**src/verilog/fpd_pkg.sv**
```systemverilog
package fpd_pkg;
    localparam int FPD_BASE_SECTOR_BYTES = 128;
    localparam logic [2:0] FPD_MAX_SIZE_CODE = 3'h7;
    localparam logic [7:0] FPD_PRECOMP_RST = 8'h00;
    localparam logic [3:0] FPD_PERP_RST = 4'h0;
    localparam logic [3:0] FPD_STEP_RST = 4'h0;
    // half-millisecond step unit at the 1 Mbit rate
    localparam int FPD_STEP_UNIT_US = 500;
    localparam int FPD_CLK_MHZ = 250;
    localparam int FPD_STEP_UNIT_CYC = FPD_STEP_UNIT_US * FPD_CLK_MHZ;
    localparam int FPD_POLL_PERIOD_CYC = 256;
    localparam int FPD_WRITE_GATE_TIMING_LEAD_CYC = 8;
    // data rate codes: divisor of step unit relative to 1 Mbit
    localparam logic [1:0] FPD_RATE_1M = 2'h0;
    localparam logic [1:0] FPD_RATE_500K = 2'h1;
    localparam logic [1:0] FPD_RATE_250K = 2'h2;
    localparam logic [1:0] FPD_RATE_2M = 2'h3;

    typedef enum logic [4:0] {
        FPD_IDLE = 5'h01,
        FPD_XFER = 5'h02,
        FPD_SEEK = 5'h04,
        FPD_DONE = 5'h08,
        FPD_RSLT = 5'h10
    } fpd_state_t;

    // sector length in bytes for a size code
    function automatic logic [14:0] fpd_sector_len(input logic [2:0] code);
        fpd_sector_len = 15'(FPD_BASE_SECTOR_BYTES) << code;
    endfunction
endpackage

```
**src/verilog/fpd_step_if.sv**
```systemverilog
`timescale 1ns/1ps
interface fpd_step_if;
    logic start;
    logic [3:0] interval;
    logic [1:0] rate;
    logic [7:0] steps;
    logic busy;
    logic pulse;
    modport ctl (output start, interval, rate, steps, input busy, pulse);
    modport gen (input start, interval, rate, steps, output busy, pulse);
endinterface

```
**src/verilog/fpd_param_decode.sv**
```systemverilog
`timescale 1ns/1ps
// Function
// - multi-track continues from last sector head 0 to first sector head 1
// - nonzero size code gives 128 shl code bytes, codes up to 7
// - size code zero uses 128 byte sector, short length sets count
// - short read drops excess bytes; short write pads zeros
// - no-dma flag set interrupts per byte, clear raises dma requests
// - perpendicular low bits change only when overwrite permit is set
// - poll disable stops the internal polling routine
// - precompensation applies from programmed start track 00 to ff
// - multi-sector transfers start at commanded sector, format at sector 1, then continue
// - relative seek moves by count from present cylinder
// - direction 0 steps out, 1 steps in toward spindle
// - format uses sectors per track; verify uses it when count enabled
// - count enable makes verify sectors per track byte the sector count
// - skip flag skips deleted-mark sectors on normal read
// - skip flag on read deleted accesses only deleted sectors
// - skip flag clear reads and writes every sector
// - step pulses spaced 0.5 to 8 ms in 0.5 ms steps at the 1 Mbit rate
// - status bytes 0 to 3 held and readable in result phase
// - write gate option shifts write enable for pre-erase
// - sense interrupt reports present cylinder
// - seek moves head to target cylinder
// - density select one is double density, zero single
module fpd_param_decode
    import fpd_pkg::*;
#(
    parameter int STEP_UNIT_CYC = FPD_STEP_UNIT_CYC,
    parameter int POLL_CYC = FPD_POLL_PERIOD_CYC
) (
    // clock and reset
    input wire logic CORE_CLK,
    input wire logic RST_N,
    // command parameters latched on CMD_START
    input wire logic CMD_START,
    input wire logic CMD_READ,
    input wire logic CMD_WRITE,
    input wire logic CMD_READ_DELETED,
    input wire logic CMD_FORMAT,
    input wire logic CMD_VERIFY,
    input wire logic CMD_SEEK,
    input wire logic CMD_REL_SEEK,
    input wire logic CMD_SENSE_INT,
    input wire logic MULTI_TRACK_FLAG,
    input wire logic DENSITY_SELECT,
    input wire logic SKIP_DELETED_FLAG,
    input wire logic NO_DMA_FLAG,
    input wire logic COUNT_ENABLE,
    input wire logic STEP_DIR,
    input wire logic [7:0] SECTOR_START,
    input wire logic [7:0] END_SECTOR,
    input wire logic [2:0] SIZE_CODE,
    input wire logic [7:0] SHORT_SECTOR_LENGTH,
    input wire logic [7:0] SECTORS_PER_TRACK,
    input wire logic [7:0] TARGET_CYLINDER,
    input wire logic [7:0] RELATIVE_CYLINDER_COUNT,
    // configuration
    input wire logic CFG_WRITE,
    input wire logic [7:0] PRECOMP_START_TRACK,
    input wire logic DRIVE_POLL_DISABLE,
    input wire logic [3:0] STEP_INTERVAL,
    input wire logic [1:0] DATA_RATE,
    input wire logic LOCK_WRITE,
    input wire logic OVERWRITE_PERMIT,
    input wire logic PERP_WRITE,
    input wire logic [3:0] PERP_LOW,
    input wire logic WRITE_GATE_TIMING,
    // drive-side byte stream
    input wire logic DISK_BYTE_VALID,
    input wire logic [7:0] DISK_BYTE,
    input wire logic DISK_DELETED_MARK,
    input wire logic HOST_ACK,
    input wire logic [7:0] HOST_WDATA,
    input wire logic [7:0] STATUS_IN_0,
    input wire logic [7:0] STATUS_IN_1,
    input wire logic [7:0] STATUS_IN_2,
    input wire logic [7:0] STATUS_IN_3,
    input wire logic RESULT_READ,
    // outputs to host side
    output logic HOST_BYTE_VALID,
    output logic [7:0] HOST_BYTE,
    output logic DMA_REQ,
    output logic DATA_INT,
    output logic [7:0] WRITE_BYTE,
    output logic WRITE_BYTE_VALID,
    output logic [7:0] RESULT_STATUS_0,
    output logic [7:0] RESULT_STATUS_1,
    output logic [7:0] RESULT_STATUS_2,
    output logic [7:0] RESULT_STATUS_3,
    output logic RESULT_READY,
    // drive-side controls
    output logic [7:0] CUR_SECTOR,
    output logic CUR_HEAD,
    output logic [7:0] PRESENT_CYLINDER,
    output logic STEP_PULSE,
    output logic STEP_IN,
    output logic PRECOMP_ON,
    output logic DOUBLE_DENSITY,
    output logic WRITE_ENABLE,
    output logic PRE_ERASE,
    output logic POLL_TICK,
    output logic [3:0] PERP_MODE,
    output logic BUSY
);
    fpd_state_t state;
    logic mt, sk, nd, is_wr, is_rdd, is_vfy, is_fmt;
    logic [7:0] last_sec;
    logic [14:0] sec_len;
    logic [14:0] xfer_len;
    logic [14:0] byte_idx;
    logic skip_sec;
    logic ow;
    logic [7:0] poll_cnt;
    logic [7:0] lead;
    logic [7:0] seek_steps;
    logic [7:0] next_cyl;
    logic sec_end;
    fpd_step_if st();

    fpd_stepper #(.UNIT_CYC(STEP_UNIT_CYC)) u_step (
        .clk(CORE_CLK),
        .rst_n(RST_N),
        .st(st)
    );

    // seek distance and destination cylinder
    always_comb begin
        if (CMD_REL_SEEK) begin
            seek_steps = RELATIVE_CYLINDER_COUNT;
            next_cyl = STEP_DIR ? PRESENT_CYLINDER + RELATIVE_CYLINDER_COUNT
                                : PRESENT_CYLINDER - RELATIVE_CYLINDER_COUNT;
        end else if (TARGET_CYLINDER >= PRESENT_CYLINDER) begin
            seek_steps = TARGET_CYLINDER - PRESENT_CYLINDER;
            next_cyl = TARGET_CYLINDER;
        end else begin
            seek_steps = PRESENT_CYLINDER - TARGET_CYLINDER;
            next_cyl = TARGET_CYLINDER;
        end
    end

    assign st.interval = STEP_INTERVAL;
    assign st.rate = DATA_RATE;
    assign st.steps = seek_steps;
    assign st.start = (state == FPD_IDLE) && CMD_START
                      && (CMD_SEEK || CMD_REL_SEEK);
    assign STEP_PULSE = st.pulse;
    assign sec_end = DISK_BYTE_VALID && byte_idx == sec_len - 15'h1;

    // command latch and phase sequencing
    always_ff @(posedge CORE_CLK) begin
        if (!RST_N) begin
            state <= FPD_IDLE;
            mt <= 1'b0;
            sk <= 1'b0;
            nd <= 1'b0;
            is_wr <= 1'b0;
            is_rdd <= 1'b0;
            is_vfy <= 1'b0;
            is_fmt <= 1'b0;
            last_sec <= 8'h0;
            sec_len <= 15'h0;
            xfer_len <= 15'h0;
            DOUBLE_DENSITY <= 1'b0;
            STEP_IN <= 1'b0;
        end else begin
            case (state)
                FPD_IDLE: begin
                    if (CMD_START) begin
                        mt <= MULTI_TRACK_FLAG;
                        sk <= SKIP_DELETED_FLAG;
                        nd <= NO_DMA_FLAG;
                        is_wr <= CMD_WRITE || CMD_FORMAT;
                        is_rdd <= CMD_READ_DELETED;
                        is_vfy <= CMD_VERIFY;
                        is_fmt <= CMD_FORMAT;
                        DOUBLE_DENSITY <= DENSITY_SELECT;
                        sec_len <= fpd_sector_len(SIZE_CODE);
                        if (SIZE_CODE == 3'h0) begin
                            xfer_len <= {7'h0, SHORT_SECTOR_LENGTH};
                        end else begin
                            xfer_len <= fpd_sector_len(SIZE_CODE);
                        end
                        if (CMD_FORMAT || (CMD_VERIFY && COUNT_ENABLE)) begin
                            last_sec <= SECTORS_PER_TRACK;
                        end else begin
                            last_sec <= END_SECTOR;
                        end
                        if (CMD_SEEK || CMD_REL_SEEK) begin
                            STEP_IN <= CMD_REL_SEEK ? STEP_DIR
                                : (TARGET_CYLINDER > PRESENT_CYLINDER);
                            state <= FPD_SEEK;
                        end else if (CMD_SENSE_INT) begin
                            state <= FPD_DONE;
                        end else begin
                            state <= FPD_XFER;
                        end
                    end
                end
                FPD_SEEK: if (!st.busy && !st.start) state <= FPD_DONE;
                FPD_XFER: begin
                    if (sec_end && CUR_SECTOR == last_sec
                        && (!mt || CUR_HEAD)) begin
                        state <= FPD_DONE;
                    end
                end
                FPD_DONE: state <= FPD_RSLT;
                FPD_RSLT: if (RESULT_READ) state <= FPD_IDLE;
                default: state <= FPD_IDLE;
            endcase
        end
    end

    // sector and head walk
    always_ff @(posedge CORE_CLK) begin
        if (!RST_N) begin
            CUR_SECTOR <= 8'h0;
            CUR_HEAD <= 1'b0;
            byte_idx <= 15'h0;
        end else if (state == FPD_IDLE && CMD_START) begin
            CUR_SECTOR <= CMD_FORMAT ? 8'h1 : SECTOR_START;
            CUR_HEAD <= 1'b0;
            byte_idx <= 15'h0;
        end else if (state == FPD_XFER && DISK_BYTE_VALID) begin
            if (sec_end) begin
                byte_idx <= 15'h0;
                if (CUR_SECTOR == last_sec && mt && !CUR_HEAD) begin
                    CUR_SECTOR <= 8'h1;
                    CUR_HEAD <= 1'b1;
                end else begin
                    CUR_SECTOR <= CUR_SECTOR + 8'h1;
                end
            end else begin
                byte_idx <= byte_idx + 15'h1;
            end
        end
    end

    // deleted-mark filtering on reads
    always_comb begin
        skip_sec = 1'b0;
        if (sk && !is_wr && !is_fmt && !is_vfy) begin
            skip_sec = is_rdd ? !DISK_DELETED_MARK
                              : DISK_DELETED_MARK;
        end // sk clear: no sector skipped
    end

    // host-side data stream, truncated or zero-padded to short length
    always_ff @(posedge CORE_CLK) begin
        if (!RST_N) begin
            HOST_BYTE_VALID <= 1'b0;
            HOST_BYTE <= 8'h0;
            WRITE_BYTE <= 8'h0;
            WRITE_BYTE_VALID <= 1'b0;
        end else begin
            if (HOST_ACK) HOST_BYTE_VALID <= 1'b0;
            WRITE_BYTE_VALID <= 1'b0;
            if (state == FPD_XFER && DISK_BYTE_VALID) begin
                if (!is_wr && !is_vfy && !skip_sec
                    && byte_idx < xfer_len) begin
                    HOST_BYTE_VALID <= 1'b1;
                    HOST_BYTE <= DISK_BYTE;
                end
                if (is_wr) begin
                    WRITE_BYTE_VALID <= 1'b1;
                    WRITE_BYTE <= (byte_idx < xfer_len) ? HOST_WDATA
                                                        : 8'h00;
                end
            end
        end
    end

    // transfer request: dma or per-byte interrupt
    always_comb begin
        DMA_REQ = HOST_BYTE_VALID && !nd;
        DATA_INT = HOST_BYTE_VALID && nd;
    end

    // cylinder tracking and result status bytes
    always_ff @(posedge CORE_CLK) begin
        if (!RST_N) begin
            PRESENT_CYLINDER <= 8'h0;
            RESULT_STATUS_0 <= 8'h0;
            RESULT_STATUS_1 <= 8'h0;
            RESULT_STATUS_2 <= 8'h0;
            RESULT_STATUS_3 <= 8'h0;
        end else begin
            if (state == FPD_IDLE && CMD_START
                && (CMD_SEEK || CMD_REL_SEEK)) begin
                PRESENT_CYLINDER <= next_cyl;
            end
            if (state == FPD_DONE) begin
                RESULT_STATUS_0 <= STATUS_IN_0;
                RESULT_STATUS_1 <= STATUS_IN_1;
                RESULT_STATUS_2 <= STATUS_IN_2;
                RESULT_STATUS_3 <= STATUS_IN_3;
            end
        end
    end
    assign RESULT_READY = (state == FPD_RSLT);
    assign BUSY = (state != FPD_IDLE);

    // configuration: precompensation, overwrite lock, perpendicular bits
    logic [7:0] precomp_trk;
    always_ff @(posedge CORE_CLK) begin
        if (!RST_N) begin
            precomp_trk <= FPD_PRECOMP_RST;
            ow <= 1'b1;
            PERP_MODE <= FPD_PERP_RST;
        end else begin
            if (CFG_WRITE) precomp_trk <= PRECOMP_START_TRACK;
            if (LOCK_WRITE) ow <= OVERWRITE_PERMIT;
            if (PERP_WRITE && ow) PERP_MODE <= PERP_LOW;
        end
    end
    assign PRECOMP_ON = is_wr && (PRESENT_CYLINDER >= precomp_trk);

    // write enable with perpendicular pre-erase lead
    always_ff @(posedge CORE_CLK) begin
        if (!RST_N) begin
            lead <= 8'h0;
            WRITE_ENABLE <= 1'b0;
            PRE_ERASE <= 1'b0;
        end else if (state == FPD_XFER && is_wr) begin
            if (WRITE_GATE_TIMING && lead != 8'(FPD_WRITE_GATE_TIMING_LEAD_CYC)) begin
                lead <= lead + 8'h1;
                PRE_ERASE <= 1'b1;
                WRITE_ENABLE <= 1'b0;
            end else begin
                PRE_ERASE <= 1'b0;
                WRITE_ENABLE <= 1'b1;
            end
        end else begin
            lead <= 8'h0;
            WRITE_ENABLE <= 1'b0;
            PRE_ERASE <= 1'b0;
        end
    end

    // drive polling routine
    always_ff @(posedge CORE_CLK) begin
        if (!RST_N) begin
            poll_cnt <= 8'h0;
            POLL_TICK <= 1'b0;
        end else if (DRIVE_POLL_DISABLE || state != FPD_IDLE) begin
            poll_cnt <= 8'h0;
            POLL_TICK <= 1'b0;
        end else begin
            poll_cnt <= poll_cnt + 8'h1;
            POLL_TICK <= (poll_cnt == 8'(POLL_CYC - 1));
        end
    end
endmodule

```
**src/verilog/fpd_stepper.sv**
```systemverilog
`timescale 1ns/1ps
module fpd_stepper
    import fpd_pkg::*;
#(
    parameter int UNIT_CYC = FPD_STEP_UNIT_CYC
) (
    input wire logic clk,
    input wire logic rst_n,
    fpd_step_if.gen st
);
    logic [31:0] cnt;
    logic [31:0] span;
    logic [7:0] left;

    // interval code n means (n+1) half-ms, scaled inversely to data rate
    always_comb begin
        span = 32'(UNIT_CYC) * 32'({28'h0, st.interval} + 32'h1);
        case (st.rate)
            FPD_RATE_500K: span = span << 1;
            FPD_RATE_250K: span = span << 2;
            FPD_RATE_2M: span = span >> 1;
            default: span = span;
        endcase
    end

    always_ff @(posedge clk) begin
        if (!rst_n) begin
            cnt <= 32'h0;
            left <= 8'h0;
            st.pulse <= 1'b0;
        end else begin
            st.pulse <= 1'b0;
            if (st.start && left == 8'h0) begin
                left <= st.steps;
                cnt <= 32'h0;
            end else if (left != 8'h0) begin
                if (cnt >= span - 32'h1) begin
                    cnt <= 32'h0;
                    left <= left - 8'h1;
                    st.pulse <= 1'b1;
                end else begin
                    cnt <= cnt + 32'h1;
                end
            end
        end
    end
    assign st.busy = (left != 8'h0);
endmodule

```
**config.mk**
```make
export PLATFORM = sky130hd
export DESIGN_NAME = fpd_param_decode
export DESIGN_NICKNAME = d
export VERILOG_FILES = /design/src/verilog/fpd_pkg.sv /design/src/verilog/fpd_step_if.sv /design/src/verilog/fpd_param_decode.sv /design/src/verilog/fpd_stepper.sv
export SDC_FILE = /design/constraint.sdc
export NUM_CORES = 1
export LEC_CHECK = 0
export BUFFER_PORTS_ARGS = -buffer_cell sky130_fd_sc_hd__buf_4
export CAP_MARGIN = 30
export CORE_ASPECT_RATIO = 2
export CORE_MARGIN = 1
export CORE_UTILIZATION = 45
export DETAILED_ROUTE_END_ITERATION = 12
export PLACE_DENSITY = 0.66
export SLEW_MARGIN = 25
export SYNTH_ARGS = -nofsm -noshare
export SYNTH_HDL_FRONTEND = slang
export SYNTH_HIERARCHICAL = 1
export SYNTH_SLANG_ARGS = --single-unit
```
**constraint.sdc**
```tcl
create_clock -name CORE_CLK -period 29.8 [get_ports CORE_CLK]
set_input_delay 8.94 -clock CORE_CLK [delete_from_list [all_inputs] [get_ports CORE_CLK]]
set_output_delay 8.94 -clock CORE_CLK [all_outputs]
set_load 0.005 [all_outputs]
```
==> results of run 1 <==
==> worst max-delay path: cells and delay by family <==
| kind | cells | cell delay [ns] |
|---|---|---|
| XOR/XNOR | 1 | 0.57 |
| AND/OR/NAND/NOR | 5 | 0.75 |
| buffers and inverters | 7 | 1.20 |
| adder cells (fa/ha/maj) | 5 | 2.10 |
| AO/OA/AOI/OAI | 12 | 3.35 |
==> stage by stage <==
| stage | util (%) | setup slack [ns] | hold slack (ns) | total power [mW] |
|---|---|---|---|---|
| 6_report | 54.7 | 13.26 | 0.453 | 0.857 |
| 5_1_grt | 54.7 | 12.66 | 0.486 | 0.912 |
| 4_1_cts | 54.6 | 12.99 | 0.453 | 0.861 |
| 3_5_place_dp | 52.5 | 12.55 | 0.437 | 0.628 |
| 3_3_place_gp | 52.5 | 12.64 | 0.439 | 0.620 |
| 2_1_floorplan | - | 14.02 | 0.418 | 0.535 |
==> final timing paths <==
check	start	to	cells past startpoint	slack, ns
worst min register to register	poll_cnt[0]$_SDFF_PP0_	poll_cnt[0]$_SDFF_PP0_	1	0.45
worst max-delay path	STEP_INTERVAL[0]	u_step/cnt[16]$_SDFFE_PP0P_	30	13.26
worst max register to register	u_step/left[0]$_SDFFE_PN0P_	u_step/cnt[31]$_SDFFE_PP0P_	13	26.55
worst min-delay path	poll_cnt[0]$_SDFF_PP0_	poll_cnt[0]$_SDFF_PP0_	1	0.45
==> power by group <==
part | total [mW] | leakage, nW | internal, mW | switching (mW)
Combinational | 0.322 | 4.87 | 0.136 | 0.186
Sequential | 0.304 | 1.61 | 0.283 | 0.0211
Clock | 0.231 | 0.283 | 0.114 | 0.118
==> cell usage in the layout (no fill, tap or decap), types with 6 or more instances in the layout <==
cell | netlist | final
a211oi_1 | 10 | 10
a21boi_0 | 59 | 59
a21o_1 | 26 | 26
a21oi_1 | 76 | 76
a22o_1 | 8 | 8
a22oi_1 | 9 | 9
a311oi_1 | 8 | 8
a31oi_1 | 6 | 6
and2_1 | 12 | 12
and3_1 | 21 | 20
buf_4 | 0 | 232
clkbuf_16 | 0 | 17
dfxtp_1 | 198 | 198
fa_1 | 9 | 9
ha_1 | 111 | 111
inv_1 | 88 | 88
mux2i_1 | 38 | 38
nand2_1 | 208 | 208
nand2b_1 | 15 | 15
nand3_1 | 52 | 52
nand3b_1 | 13 | 13
nand4_1 | 26 | 26
nor2_1 | 131 | 130
nor2b_1 | 44 | 44
nor3_1 | 29 | 28
nor3b_1 | 9 | 9
o211a_1 | 21 | 21
o211ai_1 | 16 | 16
o21ai_0 | 54 | 54
o21bai_1 | 7 | 7
o31ai_1 | 9 | 9
or3_1 | 6 | 6
xnor2_1 | 57 | 57
xor2_1 | 64 | 64
==> layer usage <==
layer	global-route usage (%)	share of wire, %	vias to the layer above
li1	-	-	5988
met1	21.7	35	5613
met2	47.6	57	276
met3	3.65	3.8	90
met4	13.4	4.6	0
met5	0	0	-
==> cells by family (layout without fill, tap and decap cells) <==
group,after synthesis,count (layout),share of synthesized area [%]
buf+inv,151,356,4.51
xor+xnor,122,122,8.25
flops,198,198,30.2
simple gates,603,603,22.5
other cells,0,1,0
compound gates,361,361,19.2
mux,43,43,3.41
fa+ha+maj,120,120,11.9
==> cell type report <==
class | count | area share (%)
Multi-Input combinational cell | 1249 | 54.7
Sequential cell | 198 | 25.2
Timing Repair Buffer | 234 | 11.2
Tap cell | 360 | 2.87
Clock buffer | 17 | 2.71
Inverter | 90 | 2.15
Clock inverter | 15 | 1.11
Antenna cell | 1 | 0.0159
==> key figures, run 1 <==
Run status
  • Status: finished, final reports clean

Yosys
  • Syn. warnings: 6
  • Syn_area_per_cell: 8.22 sq um
  • Leading area contributor after synthesis: dfxtp_1
  • Most frequent cell after synthesis: nand2_1
  • Top cells by area, synth: dfxtp_1 30%, ha_1 11%, nand2_1 5.9%, xor2_1 4.3%, xnor2_1 3.8%
  • Netlist cell types: 89
  • Share of the synthesized area in the top cell type: 30.2%
  • Cell Area, Synth: approximately 13000 sq um
  • Seq/Total Area, Yosys: 30.2%
  • FF+latch count, synth: 198
  • Top_reg_cell synth: dfxtp_1
  • Top post-synthesis cells by count: 208 x nand2_1, 198 x dfxtp_1, 131 x nor2_1
  • Synthesized Nets: 1862
  • EDFF count, synth: 0
  • Post-synth ARST share: 0%
  • Synth Instances: roughly 1600

Cells and area
  • Fill cells: between 2000 and 3000
  • Fin area: 15700 sq um
  • Area of the multi-input gates: 8600 sq um
  • Biggest regs: u_step/cnt (32), byte_idx (15), xfer_len (13)
  • Register Area: 3960 sq um
  • Top reg by flops: u_step/cnt
  • Largest register FFs: 32
  • Area grow syn2layout: 19.6%
  • Layout cells sized above 1: between 10% and 20%
  • Final net count: 2054
  • Layout Cells excl Fill: 2164

Timing
  • Pins over their slew limit: 0
  • Setup violators final: 0
  • Headroom to the max-slew limit: 39.3%
  • Worst slew pin tran: 0.899 ns
  • Fin crit share: between 50 and 60%
  • Fin Setup TNS: 0 ns
  • RSZ-0062 raised after global routing: no
  • Min Tclk post-route: around 17 ns
  • Fmax: 60.5 MHz
  • Hold Vio Cnt, Final: 0
  • Final Skew: 0.0152 ns

Placed design
  • Post-DP Area: 15100 sq um
  • Dpl hpwl: 28.3 mm
  • Cells after DPL: 2130
  • Gp weighted congestion: roughly 0.87
  • Port bufs: roughly 220

Floorplan
  • Die width: roughly 120 um
  • Die Area: 29900 sq um
  • Starting Density: 45.7%
  • Row cnt: 88
  • Die Height: 244 um
  • Core area: 28700 sq um
  • IO Count: 226

Worst setup path
  • Type of the worst setup path: in2reg
  • CP max-delay cell: o41ai_1
  • Crit-path max FO: 23
  • Worst Path Arrival: roughly 17 ns
  • Crit start category: input port
  • Slowest cell delay on critical path: 0.87 ns
  • Worst endpoint required time: 30.19 ns
  • Worst setup EP type: flip-flop
  • Most frequent CP cell: a21o_1

Clock tree
  • Hold buffers post-CTS: 0
  • Sink Count: 198
  • Worst skew pair latency: 0.46 ns
  • Clock buffer depth: 2
  • H-tree Lvls: 4
  • Clk Tree Root Cell: clkbuf_16
  • Cts bufs inserted: 17
  • CTS tree: done
  • Worst-path clk slew: approximately 0.07 ns
  • Number of gates resized after CTS: 0
  • Post-CTS setup buffer count: 0

Detailed routing
  • Final routed DRC violation total: 0
  • Final ANT Viol Nets: 0
  • Via count: 12000
  • Routed WL: around 36 mm
  • Wirelength per Cell: 16.5 um
  • Average vias per placed instance: 5.53
  • Initial DRC count: 510
  • Drt pass-1 iters: 5

Global route
  • GRT Total Usage: a little under a quarter
  • Initial antenna violation count: 1
  • Vias in the first global route: between 10000 and 15000
  • Pin count of the biggest net entering global routing: 89
  • GRT overflow: 0
  • Global-route wire length before repair: ~56 mm

Power and ir drop
  • P per Cell Area: 54.5 nW/um^2
  • Leakage power: 6.76 nW
  • Peak VDD IR: 42.9 uV

Flow run
  • Max cap viols: 0

Min path
  • Hold crit path type: reg2reg
(Power assumes the default switching activity.)
==> run 2, diff against run 1 <==
ABC_AREA = 1   (was not set)
clock period = 17.2 ns   (was 29.8 ns; I/O delays follow)
==> key figures, run 2 <==
Floorplan
  • Row cnt: 90
  • Starting Density: 45.5%
  • IO Count: 226
  • Die Height: 249 um
  • Die width: 125 um
  • Die Area: between 30000 and 40000 sq um
  • Core area: ~30000 sq um

Worst setup path
  • Crit-path max FO: 25
  • Worst endpoint required time: 17.55 ns
  • Start point of the critical path: STEP_INTERVAL[0]
  • Worst setup EP type: flip-flop
  • Most frequent CP cell: nand2_1
  • Worst Path Arrival: roughly 13 ns
  • Type of the worst setup path: in2reg
  • Crit start category: input port
  • Slowest cell delay on critical path: 0.66 ns
  • R2R Path Start: state[2]$_SDFFE_PN0P_
  • CP max-delay cell: nor2_2

Yosys
  • Synthesized Nets: 2260
  • Syn. warnings: 6
  • Cell Area, Synth: 13700 sq um
  • Seq/Total Area, Yosys: 29.0%
  • Top post-synthesis cells by count: 391 x nand2_1, 267 x nor2_1, 251 x inv_1
  • Top_reg_cell synth: dfxtp_1
  • Most frequent cell after synthesis: nand2_1
  • Syn_area_per_cell: 6.85 sq um
  • Top cells by area, synth: dfxtp_1 29%, nand2_1 11%, ha_1 10%, nor2_1 7.3%, inv_1 6.9%
  • Post-synth ARST share: 0%
  • FF+latch count, synth: 198
  • Leading area contributor after synthesis: dfxtp_1
  • EDFF count, synth: 0
  • Netlist cell types: 60
  • Synth Instances: between 1500 and 2000
  • Share of the synthesized area in the top cell type: 29.0%

Placed design
  • Dpl hpwl: 32.1 mm
  • Place WS: 4.13 ns
  • Gp weighted congestion: 0.907
  • Post-DP Area: 15700 sq um
  • Port bufs: 224

Clock tree
  • Clk Tree Root Cell: clkbuf_16
  • Sink Count: approximately 200
  • Cts bufs inserted: 17
  • Hold buffers post-CTS: 0
  • Post-CTS setup buffer count: 0
  • CTS tree: done
  • Clock buffer depth: 2
  • Worst skew pair latency: between 0.4 and 0.5 ns
  • H-tree Lvls: 4
  • Number of gates resized after CTS: 0
  • Worst-path clk slew: 0.08 ns

Cells and area
  • Area grow syn2layout: 19.1%
  • Final net count: ~2500
  • Fin area: 16300 sq um
  • Top reg by flops: u_step/cnt
  • Diode count: 0
  • Biggest regs: u_step/cnt (32), byte_idx (15), xfer_len (13)
  • Most frequent cells in the layout: 391 x nand2_1, 267 x nor2_1, 249 x inv_1, 232 x buf_4, 198 x dfxtp_1
  • Most common cell after layout, fill and taps aside: nand2_1
  • Largest register FFs: 32
  • Layout cells sized above 1: 16.6%

Detailed routing
  • Highest routed metal layer: met4
  • Average vias per placed instance: 5.29
  • Met2 WL: roughly 22 mm
  • Initial DRC count: 573
  • Via count: 13700
  • Routed WL: ~40 mm
  • Final ANT Viol Nets: 0
  • Drt pass-1 iters: 11
  • Wirelength per Cell: 15.5 um
  • Final routed DRC violation total: 3
  • Wl on met1: 14.5 mm
  • Routed wl met3: 1.05 mm

Global route
  • Global-route wire length before repair: 64.7 mm
  • GRT Total Usage: 25.8%
  • Initial antenna violation count: 0
  • Pin count of the biggest net entering global routing: 85
  • Vias in the first global route: 13600
  • GRT overflow: 0

Timing
  • Fin crit share: 72.2%
  • RSZ-0062 raised after global routing: no
  • Worst slew pin tran: 0.963 ns
  • Setup violators final: 0
  • Fin Setup TNS: 0 ns
  • Hold Vio Cnt, Final: 0
  • Fmax: 80.5 MHz
  • Hold Slack: 0.459 ns
  • Headroom to the max-slew limit: 35.6%
  • Final Skew: 0.0173 ns
  • Min Tclk post-route: roughly 12 ns
  • Pins over their slew limit: 0
  • Worst setup margin: 4.78 ns

Power and ir drop
  • Total power: around 1.4 mW
  • Leakage power: 7.71 nW
  • P per Cell Area: a little under 90 nW/um^2
  • Peak VDD IR: 72.7 uV

Min path
  • Hold Startpoint: precomp_trk[4]$_SDFFE_PN0P_
  • Hold crit path type: reg2reg

Run status
  • Failing checks: design-rule violations
  • Status: finished, violations left

Flow run
  • Max cap viols: 0
[run 2: changes by cell type after synthesis, moves of 21 or more]
cell / delta
o21ai_0: +87
nor2_1: +136
nor2b_1: -44
mux2i_1: -35
a21o_1: -26
nand2_1: +183
clkbuf_1: -24
inv_1: +163
a21boi_0: -59
xnor2_1: -35
nand4_1: +21
nand3_1: +92
[run 2: kinds of logic (layout without fill, tap and decap cells)]
| kind of cell | count (synthesis) | after routing | synth area share, % |
|---|---|---|---|
| AND/OR/NAND/NOR | 999 | 999 | 34.1 |
| buffers and inverters | 308 | 530 | 8.74 |
| AO/OA/AOI/OAI | 302 | 302 | 12.3 |
| flip-flops | 198 | 198 | 29.0 |
| adder cells (fa/ha/maj) | 120 | 120 | 11.5 |
| XOR/XNOR | 66 | 66 | 4.23 |
| multiplexers | 3 | 3 | 0.220 |
[run 2: power breakdown]
| group | internal [mW] | leakage (nW) | total, mW | switching (mW) |
|---|---|---|---|---|
| logic | 0.192 | 5.82 | 0.516 | 0.324 |
| registers | 0.486 | 1.61 | 0.515 | 0.0290 |
| clock network | 0.199 | 0.286 | 0.407 | 0.208 |
[run 2: worst paths after layout]
| kind | cells after the start | endpoint | slack [ns] |
|---|---|---|---|
| max reg2reg | 14 | u_step/cnt[23]$_SDFFE_PP0P_ | 13.87 |
| min | 2 | precomp_trk[4]$_SDFFE_PN0P_ | 0.46 |
| max | 37 | u_step/cnt[23]$_SDFFE_PP0P_ | 4.78 |
| min reg2reg | 2 | precomp_trk[4]$_SDFFE_PN0P_ | 0.46 |
[run 2: per-stage QoR]
stage | util (%) | instances
2_1_floorplan | - | 1996
3_3_place_gp | 52.1 | 2552
3_5_place_dp | 52.1 | 2552
4_1_cts | 54.1 | 2584
5_1_grt | 54.2 | 2586
6_report | 54.2 | 2586
[run 2: final cells by class]
| cell class | count | area [sq um] |
|---|---|---|
| fillers | 3051 | 13800 |
| multi-input cells | 1490 | 8520 |
| flip-flops and latches | 198 | 3960 |
| repair buffers | 233 | 1760 |
| inverters | 265 | 995 |
| well taps | 368 | 460 |
| clock buffers | 18 | 439 |
| clock inverters | 14 | 155 |
[run 2: worst max-delay path, delay by kind of cell]
| kind | cells | cell delay [ns] |
|---|---|---|
| adder cells (fa/ha/maj) | 6 | 2.28 |
| buffers and inverters | 7 | 1.17 |
| AO/OA/AOI/OAI | 5 | 1.15 |
| AND/OR/NAND/NOR | 19 | 2.96 |
[run 2: routing by layer]
metal	up-vias	global-route usage, %
met5	-	0
met3	97	3.21
met4	0	15.2
met1	6302	24.4
met2	300	51.7
li1	6982	-
